## config.mk

```make
export PLATFORM = sky130hd
export DESIGN_NAME = device_control
export DESIGN_NICKNAME = d
export VERILOG_FILES = /design/src/hdl/devctl_pkg.sv /design/src/hdl/device_control.sv /design/src/hdl/err_status_flags.sv /design/src/hdl/size_limit_decode.sv
export VERILOG_INCLUDE_DIRS = /design/src /design/src/hdl
export SDC_FILE = /design/constraint.sdc
export NUM_CORES = 1
export LEC_CHECK = 0
export BUFFER_PORTS_ARGS = -buffer_cell sky130_fd_sc_hd__buf_2
export CAP_MARGIN = 5
export CORE_MARGIN = 1
export CORE_UTILIZATION = 46
export CTS_CLUSTER_SIZE = 30
export DETAILED_ROUTE_END_ITERATION = 10
export PLACE_DENSITY = 0.79
export SYNTH_ARGS = -nofsm -noshare
export SYNTH_HDL_FRONTEND = slang
export SYNTH_HIERARCHICAL = 1
export SYNTH_SLANG_ARGS = --single-unit
```

## constraint.sdc

```tcl
create_clock -name clk_sys -period 2.2 [get_ports clk_sys]
set_input_delay 0.33 -clock clk_sys [delete_from_list [all_inputs] [get_ports clk_sys]]
set_output_delay 0.33 -clock clk_sys [all_outputs]
set_load 0.03 [all_outputs]
```

## src/hdl/devctl_regs.svh

```systemverilog
// Offsets, field positions, reset values and masks of the device control word
// Assumes byte addressing of configuration space and 16-bit word access
`ifndef DEVCTL_REGS_SVH
`define DEVCTL_REGS_SVH

`define DEVCTL_ADDR          8'h98
`define DEVSTAT_ADDR         8'h9a
`define DEVCTL_RESET         16'h2000
`define DEVSTAT_RESET        16'h0000
`define DEVCTL_RW_MASK       16'h70ef
`define DEVSTAT_W1C_MASK     16'h000f

`define RD_REQ_SIZE_MSB      14
`define RD_REQ_SIZE_LSB      12
`define NO_SNOOP_BIT         11
`define AUX_POWER_PM_BIT     10
`define PHANTOM_FUNC_BIT     9
`define EXT_TAG_BIT          8
`define PAYLOAD_SIZE_MSB     7
`define PAYLOAD_SIZE_LSB     5
`define RELAXED_ORDER_BIT    4
`define UR_REPORT_BIT        3
`define FATAL_REPORT_BIT     2
`define NONFATAL_REPORT_BIT  1
`define CORR_REPORT_BIT      0

`define STAT_UR_BIT          3
`define STAT_FATAL_BIT       2
`define STAT_NONFATAL_BIT    1
`define STAT_CORR_BIT        0

`define SIZE_CODE_MAX        3'h5
`define SIZE_BASE_SHIFT      7

`define RD_REQ_BYTES_RESET   13'h0200
`define PAYLOAD_BYTES_RESET  13'h0080
`define FETCH_BYTES_RESET    13'h0200

`endif

```

## src/hdl/devctl_pkg.sv

```systemverilog
// Types shared by the device control register block
// Assumes the constants header is included where offsets are needed
package devctl_pkg;

    // Kind of error message handed to the message path
    typedef enum logic [1:0] {
        MSG_CORR,
        MSG_NONFATAL,
        MSG_FATAL
    } err_msg_e;

    // Three-bit size code, 128 bytes times two to the code
    typedef logic [2:0] size_code_t;

    // Byte count wide enough for 4096
    typedef logic [12:0] byte_count_t;

endpackage

```

## src/hdl/device_control.sv

```systemverilog
// Device control word at 98h with its status word at 9Ah and error messaging
// Assumes configuration accesses and error events arrive on clk_sys
//
// Contract
// - Word at 98h, resets to 2000h
// - Bit 15 reads zero
// - Read request size code at 14:12
// - Reads never exceed limit, sized with cache line
// - No-snoop enable bit reads zero
// - Aux power enable bit reads zero
// - Phantom function enable bit reads zero
// - Extended tag enable bit reads zero
// - Payload size code at 7:5 limits writes
// - Relaxed ordering enable bit reads zero
// - Unsupported request sends nonfatal when enabled
// - Fatal event sends fatal when enabled
// - Nonfatal event sends nonfatal when enabled
// - Correctable event sends correctable when enabled
// - Status flags record errors regardless of enables
`timescale 1ns/1ps
`include "devctl_regs.svh"

module device_control
(
    input  wire logic        clk_sys,             // System clock, 40 MHz
    input  wire logic        rstn,                // Synchronous reset, active low
    input  wire logic [7:0]  cfg_addr,            // Config byte address
    input  wire logic        cfg_wr,              // Config write strobe
    input  wire logic        cfg_rd,              // Config read strobe
    input  wire logic [1:0]  cfg_be,              // Byte enables of the word
    input  wire logic [15:0] cfg_wdata,           // Config write data
    output logic [15:0]      cfg_rdata_q,         // Config read data
    output logic             cfg_rvalid_q,        // Read data valid pulse
    input  wire logic [7:0]  cache_line_dw,       // Cache line size in dwords
    input  wire logic        corr_err_evt,        // Correctable error pulse
    input  wire logic        nonfatal_err_evt,    // Nonfatal error pulse
    input  wire logic        fatal_err_evt,       // Fatal error pulse
    input  wire logic        unsup_req_evt,       // Unsupported request pulse
    output logic             msg_valid_q,         // Error message request
    output devctl_pkg::err_msg_e msg_kind_q,      // Error message kind
    input  wire logic        msg_ready,           // Message path takes message
    output logic [3:0]       err_detected_q,      // Ur, fatal, nonfatal, corr flags
    output logic [2:0]       read_request_size_limit,     // Read size code
    output logic [2:0]       payload_size_limit,          // Payload size code
    output logic             unsupported_request_report_enable, // Ur report enable
    output logic             fatal_error_report_enable,   // Fatal report enable
    output logic             nonfatal_error_report_enable, // Nonfatal report enable
    output logic             correctable_error_report_enable, // Corr report enable
    output logic [12:0]      rd_req_bytes_q,      // Read request limit, bytes
    output logic [12:0]      payload_bytes_q,     // Payload limit, bytes
    output logic [12:0]      fetch_bytes_q        // Bytes per read fetch
);

    logic [15:0] ctl_q;
    logic [15:0] ctl_d;
    logic [15:0] wmask;
    logic        ctl_hit;
    logic        stat_hit;
    logic [15:0] rdata_d;
    logic        rvalid_d;
    logic [3:0]  stat_clr;
    logic [3:0]  evt_vec;
    logic [2:0]  pend_q;
    logic [2:0]  pend_d;
    logic        msg_valid_d;
    devctl_pkg::err_msg_e msg_kind_d;
    logic [3:0]  flags;

    // Lane mask from byte enables
    function automatic logic [15:0] lane_mask(input logic [1:0] be);
        return {{8{be[1]}}, {8{be[0]}}};
    endfunction

    // Address decode
    always_comb
    begin
        ctl_hit  = (cfg_addr == `DEVCTL_ADDR);
        stat_hit = (cfg_addr == `DEVSTAT_ADDR);
        wmask    = lane_mask(cfg_be) & `DEVCTL_RW_MASK;
    end

    // Control word next value; read-only bits stay zero
    always_comb
    begin
        ctl_d = ctl_q;
        if (cfg_wr && ctl_hit)
        begin
            ctl_d = (ctl_q & ~wmask) | (cfg_wdata & wmask);
        end
        ctl_d = ctl_d & `DEVCTL_RW_MASK;
    end

    // Control word register
    always_ff @(posedge clk_sys)
    begin
        if (!rstn)
        begin
            ctl_q <= `DEVCTL_RESET;
        end
        else
        begin
            ctl_q <= ctl_d;
        end
    end

    // Field outputs straight from the control flops
    always_comb
    begin
        read_request_size_limit           = ctl_q[`RD_REQ_SIZE_MSB:`RD_REQ_SIZE_LSB];
        payload_size_limit                = ctl_q[`PAYLOAD_SIZE_MSB:`PAYLOAD_SIZE_LSB];
        unsupported_request_report_enable = ctl_q[`UR_REPORT_BIT];
        fatal_error_report_enable         = ctl_q[`FATAL_REPORT_BIT];
        nonfatal_error_report_enable      = ctl_q[`NONFATAL_REPORT_BIT];
        correctable_error_report_enable   = ctl_q[`CORR_REPORT_BIT];
    end

    // Write-one-clear strobes for the status flags
    always_comb
    begin
        stat_clr = 4'h0;
        if (cfg_wr && stat_hit && cfg_be[0])
        begin
            stat_clr = cfg_wdata[3:0] & 4'(`DEVSTAT_W1C_MASK);
        end
        evt_vec = {unsup_req_evt, fatal_err_evt, nonfatal_err_evt, corr_err_evt};
    end

    // Detected flags, independent of the enables
    err_status_flags u_flags
    (
        .clk_sys (clk_sys),
        .rstn    (rstn),
        .evt     (evt_vec),
        .clr     (stat_clr),
        .flags_q (flags)
    );

    // Byte limits and fetch sizing
    size_limit_decode u_sizes
    (
        .clk_sys         (clk_sys),
        .rstn            (rstn),
        .rd_req_code     (ctl_q[`RD_REQ_SIZE_MSB:`RD_REQ_SIZE_LSB]),
        .payload_code    (ctl_q[`PAYLOAD_SIZE_MSB:`PAYLOAD_SIZE_LSB]),
        .cache_line_dw   (cache_line_dw),
        .rd_req_bytes_q  (rd_req_bytes_q),
        .payload_bytes_q (payload_bytes_q),
        .fetch_bytes_q   (fetch_bytes_q)
    );

    // Read data, unmapped offsets read zero
    always_comb
    begin
        rvalid_d = cfg_rd;
        rdata_d  = 16'h0000;
        if (cfg_rd && ctl_hit)
        begin
            rdata_d = ctl_q & lane_mask(cfg_be);
        end
        else if (cfg_rd && stat_hit)
        begin
            rdata_d = {12'h000, flags} & lane_mask(cfg_be);
        end
    end

    // Read answer registers
    always_ff @(posedge clk_sys)
    begin
        if (!rstn)
        begin
            cfg_rdata_q  <= 16'h0000;
            cfg_rvalid_q <= 1'b0;
        end
        else
        begin
            cfg_rdata_q  <= rdata_d;
            cfg_rvalid_q <= rvalid_d;
        end
    end

    // Pending messages: bit 2 fatal, 1 nonfatal, 0 correctable
    always_comb
    begin
        pend_d      = pend_q;
        msg_valid_d = msg_valid_q;
        msg_kind_d  = msg_kind_q;
        if (msg_valid_q && msg_ready)
        begin
            msg_valid_d = 1'b0;
        end
        // Highest severity goes first when the slot is free
        if (!msg_valid_d)
        begin
            if (pend_q[2])
            begin
                msg_valid_d = 1'b1;
                msg_kind_d  = devctl_pkg::MSG_FATAL;
                pend_d[2]   = 1'b0;
            end
            else if (pend_q[1])
            begin
                msg_valid_d = 1'b1;
                msg_kind_d  = devctl_pkg::MSG_NONFATAL;
                pend_d[1]   = 1'b0;
            end
            else if (pend_q[0])
            begin
                msg_valid_d = 1'b1;
                msg_kind_d  = devctl_pkg::MSG_CORR;
                pend_d[0]   = 1'b0;
            end
        end
        // New events set pending only when enabled; set beats launch
        if (fatal_err_evt && ctl_q[`FATAL_REPORT_BIT])
        begin
            pend_d[2] = 1'b1;
        end
        if (nonfatal_err_evt && ctl_q[`NONFATAL_REPORT_BIT])
        begin
            pend_d[1] = 1'b1;
        end
        if (unsup_req_evt && ctl_q[`UR_REPORT_BIT])
        begin
            pend_d[1] = 1'b1;
        end
        if (corr_err_evt && ctl_q[`CORR_REPORT_BIT])
        begin
            pend_d[0] = 1'b1;
        end
    end

    // Message registers
    always_ff @(posedge clk_sys)
    begin
        if (!rstn)
        begin
            pend_q      <= 3'h0;
            msg_valid_q <= 1'b0;
            msg_kind_q  <= devctl_pkg::MSG_CORR;
        end
        else
        begin
            pend_q      <= pend_d;
            msg_valid_q <= msg_valid_d;
            msg_kind_q  <= msg_kind_d;
        end
    end

    // Status flags out
    always_comb
    begin
        err_detected_q = flags;
    end

endmodule

```

## src/hdl/err_status_flags.sv

```systemverilog
// Sticky error-detected flags with write-one-to-clear
// Assumes event pulses come from logic on the same clock
`timescale 1ns/1ps
`include "devctl_regs.svh"

module err_status_flags
(
    input  wire logic        clk_sys,      // System clock
    input  wire logic        rstn,         // Synchronous reset, active low
    input  wire logic [3:0]  evt,          // Events: ur, fatal, nonfatal, corr
    input  wire logic [3:0]  clr,          // Write-one-clear strobes
    output logic [3:0]       flags_q       // Sticky detected flags
);

    logic [3:0] flags_d;

    // Each flag sets regardless of enables; set beats clear
    genvar i;
    generate
        for (i = 0; i < 4; i = i + 1)
        begin : g_flag
            always_comb
            begin
                flags_d[i] = (flags_q[i] & ~clr[i]) | evt[i];
            end
        end
    endgenerate

    // Register the flags
    always_ff @(posedge clk_sys)
    begin
        if (!rstn)
        begin
            flags_q <= 4'h0;
        end
        else
        begin
            flags_q <= flags_d;
        end
    end

endmodule

```

## src/hdl/size_limit_decode.sv

```systemverilog
// Turns the two size codes into byte limits and sizes read fetches
// Assumes codes come from registers on the same clock
`timescale 1ns/1ps
`include "devctl_regs.svh"

module size_limit_decode
(
    input  wire logic                  clk_sys,          // System clock
    input  wire logic                  rstn,             // Synchronous reset, active low
    input  wire devctl_pkg::size_code_t rd_req_code,     // Read request size code
    input  wire devctl_pkg::size_code_t payload_code,    // Payload size code
    input  wire logic [7:0]            cache_line_dw,    // Cache line size in dwords
    output logic [12:0]                rd_req_bytes_q,   // Read request limit in bytes
    output logic [12:0]                payload_bytes_q,  // Payload limit in bytes
    output logic [12:0]                fetch_bytes_q     // Bytes per read fetch
);

    logic [12:0] rd_req_bytes_d;
    logic [12:0] payload_bytes_d;
    logic [12:0] fetch_bytes_d;
    logic [12:0] line_bytes;

    // Reserved codes fall back to the smallest size
    function automatic logic [12:0] code_to_bytes(input devctl_pkg::size_code_t code);
        logic [12:0] b;
        b = 13'h0080;
        if (code <= `SIZE_CODE_MAX)
        begin
            b = 13'h0001 << (`SIZE_BASE_SHIFT + code);
        end
        return b;
    endfunction

    // Limits and fetch size, never above the read limit
    always_comb
    begin
        rd_req_bytes_d  = code_to_bytes(rd_req_code);
        payload_bytes_d = code_to_bytes(payload_code);
        line_bytes      = {3'h0, cache_line_dw, 2'h0};
        fetch_bytes_d   = rd_req_bytes_d;
        if ((line_bytes != 13'h0000) && (line_bytes < rd_req_bytes_d))
        begin
            fetch_bytes_d = line_bytes;
        end
    end

    // Register the limits
    always_ff @(posedge clk_sys)
    begin
        if (!rstn)
        begin
            rd_req_bytes_q  <= `RD_REQ_BYTES_RESET;
            payload_bytes_q <= `PAYLOAD_BYTES_RESET;
            fetch_bytes_q   <= `FETCH_BYTES_RESET;
        end
        else
        begin
            rd_req_bytes_q  <= rd_req_bytes_d;
            payload_bytes_q <= payload_bytes_d;
            fetch_bytes_q   <= fetch_bytes_d;
        end
    end

endmodule

```

After elaboration in Yosys (flattened, before gate mapping):

Cells that the tools add are included.

* register bits: 82
* word-level logic and storage cells: 87
* memory bits (writable): 0
* memories: 0
* ROM bits: 0
* bits in latches: 0
* input port bits: 43
* output and inout bits: 73

* $add $sub $neg: 2
* $lt $le $gt $ge: 3
* bitwise operators: 20
* multipliers: 0
* equality and inequality tests: 8
* muxes and demuxes: 20
* shift operators: 2
* reductions and logical operators: 18
* divide/modulo/power cells: 0

Operator list (count)
* << shifter 1 x 32 -> 13 bit (first input constant): 2
* bitwise AND 16 bit: 2
* 2-to-1 mux 16 bit: 2
* bitwise AND 16 x 15 -> 16 bit: 1
* bitwise AND 4 x 16 -> 16 bit: 1
* == test 8 bit (second input constant): 2
* inverter 15 -> 16 bit: 1
* OR 16 bit: 1
* < comparator 10 x 13 -> 1 bit: 1
* 2-to-1 mux 13 bit: 1
* logical AND 1 bit: 11
* 2-to-1 mux 1 bit: 10
* 2-to-1 mux 10 bit: 1
* adder 3 x 3 -> 4 bit (first input constant): 2
* 2-to-1 mux 2 bit: 4
* inequality test 2 x 1 -> 1 bit (second input constant): 4
* nonzero test 8 bit: 1
* less-or-equal comparator 3 bit (second input constant): 2
* inequality test 3 x 1 -> 1 bit (second input constant): 2
* inverter 1 bit: 6
* AND reduction 2 bit: 3
* bitwise AND 1 bit: 4
* 2-to-1 mux 4 bit: 1
* OR 1 bit: 4
* 4 further kinds: 4

Depth between registers and ports, before layout:

* depth after elaboration: 7
* mapped depth: 10
* mapped depth without buffers: 9

Modules after synthesis:

The synthesis kept the hierarchy.

By module, submodules not included
* size_limit_decode: area each 1256.2 um2, times used 1, cells an instance 107, sequential area each 780.7 um2
* device_control: area each 1131.1 um2, times used 1, cells an instance 105, sequential area each 540.5 um2
* err_status_flags: area each 165.2 um2, times used 1, cells an instance 12, sequential area each 80.1 um2

Worst setup path after synthesis:

Ideal clock, no wire load.

* path type: register to register
* start: register with a tool-made name
* end: register u_sizes.fetch_bytes_q[8]
* arrival: 2.021 ns
* slack: 0.057 ns
* period minus slack after synthesis: 2.143 ns
* required time: 2.079 ns
* stages on the path, launching flop included: 7
* setup time: 0.121 ns
* buffers on the path: 0
* path through: dfxtp_1 > nor2b_2 > or2b_1 > ha_1 > o2111ai_1 > and3_4 > mux2_4

RTL lines
* end signal, assigned: RTL line size_limit_decode.sv:54 `` fetch_bytes_q <= `FETCH_BYTES_RESET; ``
* end signal, assigned: RTL line size_limit_decode.sv:60 `fetch_bytes_q <= fetch_bytes_d;`
* end, declared: RTL line size_limit_decode.sv:15 `output logic [12:0] fetch_bytes_q`

==> out/results.txt <==
Internal power = 1.81 mW
Area of the multi-input gates = 1160 um^2
Layout Utilization = 0.645
Hold WC Path Type = input port to flop
Fin Setup TNS = 0 ns
Via Count = 1963
Die height = 76.5 um
Drt total wl = 5080 um
FMAX = 489 MHz
Area contributors post-synth = dfxtp_1, mux2i_1, nor2b_1
Seq cells post-synth = 70
Period minus WS final = 2.05 ns
Core Area = 5240 um^2
Gp weighted congestion = 0.818
WP data required = 2.42 ns
Average cell area after synthesis = 11.4 um^2
Switching pwr = 0.598 mW
Sequential area share after synthesis = 0.549
Startpoint Class = flop
Sink Count = 70
Resize count post-CTS = 0
ANT nets after route = 0
Mapped cell area = 2550 um^2
Post-Syn Instances = 224
Part of the power in registers = 0.542
Crit Path Category = flop to flop
Clock network fraction of total power = 0.361
Dominant synthesized flop cell = dfxtp_1
Clock transition at the registers of the reported paths = 0.07 ns
Setup violators final = 0
Ant. Diodes = 0
Async SR Flop Fraction = 0
Commonest cells post-synth = dfxtp_1, nor2b_1, mux2i_1
Root Buffer = clkbuf_8
Largest net degree at the start of global routing = 22
Wirelength per Cell = 11.8 um
# DRC = 0
Final hold vios = 0
Yosys warning total = 6
First-pass GRT wire length = 8220 um
Iter 0 DRT Violations = 38
Total GRT Usage = 0.182
Clk buf depth = 2
Register area = 1400 um^2
Initial Util = 0.487
Count leader, synth = dfxtp_1
CTS tree = done
Number of global-route vias before repair = 1786
Max_cap viols = 0
Synth unique cells = 46
Combinational share of power = 0.097
Hold-fix buffers, CTS = 0
Worst Clk Skew = 0.00771 ns
Cell Pwr Density = 714 nW/um^2
Die ar. = 5850 um^2
CP max FO = 11
Initial antenna violation count = 0
Area delta synth->final = 32.4%
Die X-Extent = 76.5 um
Final period util = 0.930
Total number of H-tree levels = 3
Vias/cell = 4.55
Leak Pwr = 1.75 nW
Unrepaired setup endpoints after global routing = no
TritonCTS Buffers = 9
Setup repair bufs after CTS = 0
IO Count = 116
Sw frac = 0.248
FP Rows = 26
HPWL Detailed = 3850 um
Port-buffer cells = 103
EDFF count, synth = 0
DRT Pass-1 Iters = 4
Peak supply drop = 0.409 mV
Setup crit end kind = flop
Area leader, netlist = dfxtp_1
Status = completed
Max-slew violation count = 0
Top cell type's share of synthesized area = 0.549
Fin nets = 408
Clock Latency Late Sink = 0.33 ns
CP arrival = 2.27 ns
Share of cells above drive strength 1 = 0.385
# fillers = 422
Gr ovfl total = 0
per-stage QoR:
| step | total power [mW] | std cells | area (um^2) | hold WS [ns] | setup WS [ns] |
|---|---|---|---|---|---|
| 6_report | 2.41 | 431 | 3380 | 0.228 | 0.155 |
| 5_1_grt | 2.52 | 431 | 3380 | 0.208 | 0.0275 |
| 4_1_cts | 2.44 | 431 | 3380 | 0.207 | 0.146 |
| 3_5_place_dp | 1.57 | 416 | 3210 | 0.510 | 0.157 |
| 3_3_place_gp | 1.57 | 416 | 3210 | 0.498 | 0.205 |
| 2_1_floorplan | 1.50 | 248 | 2640 | 0.447 | 0.0574 |
logic make-up after synthesis:
group	after synthesis	synth area share
adder cells (fa/ha/maj)	8	0.0392
AND/OR/NAND/NOR	89	0.236
flip-flops	70	0.549
buffers and inverters	12	0.0299
AO/OA/AOI/OAI	26	0.0770
other	3	0.00441
multiplexers	16	0.0647
placed cells by master, fill, tap and decap left out, types with 2 or more instances in the layout:
cell / count
nor3b_1: 5
mux2i_1: 15
nand4_1: 2
a22oi_1: 3
clkinv_2: 3
and2_1: 10
clkbuf_8: 10
nor2b_1: 17
and3_4: 2
buf_4: 5
o21ai_0: 4
dfxtp_1: 70
buf_2: 103
and3_1: 7
nor2_1: 8
a21oi_1: 4
nor4_1: 2
conb_1: 27
nor2b_2: 2
ha_1: 8
a21boi_0: 2
nor2b_4: 4
o21a_1: 6
nor3_1: 5
inv_1: 2
nand2_1: 13
power groups by stage:
stage                     combinational, mW  sequential, mW  clock (mW)
after floorplan                      0.0962            1.40           0
after global placement                0.231            1.33           0
after detailed placement              0.235            1.34           0
after CTS                             0.235            1.31       0.898
after global routing                  0.254            1.31       0.954
final                                 0.234            1.31       0.872
worst paths after layout:
kind | startpoint | end | slack [ns] | cells after the start
worst max-delay path | flop | u_sizes/fetch_bytes_q[8] | 0.15 | 6
worst min-delay path | unsup_req_evt | u_flags/flags_q[3] | 0.23 | 2
worst max register to register | flop | u_sizes/fetch_bytes_q[8] | 0.15 | 6
worst min register to register | msg_kind_q[1] | msg_kind_q[1] | 0.52 | 2
layout make-up:
type                    count  share of cell area
flip-flops and latches     70               0.415
multi-input cells         166               0.345
repair buffers            108               0.164
clock buffers              11              0.0418
well taps                  70              0.0259
clock inverters             4             0.00703
inverters                   2             0.00222
per-layer routing:
layer	up-vias	part of all wire	wire length (um)	track usage
met5	-	0	0	0
met4	0	0.019	94	0.0923
met3	7	0.051	261	0.0455
met2	64	0.49	2480	0.309
met1	883	0.44	2240	0.211
li1	1009	-	-	-
worst max-delay path, cell delays in order, from the launching register on:
cell       delay (ns)
dfxtp_1          0.39
nor2b_2          0.24
or2b_1           0.29
ha_1             0.30
o2111ai_1        0.10
and3_4           0.31
mux2_4           0.31
Power figures use the tool's default switching activity.
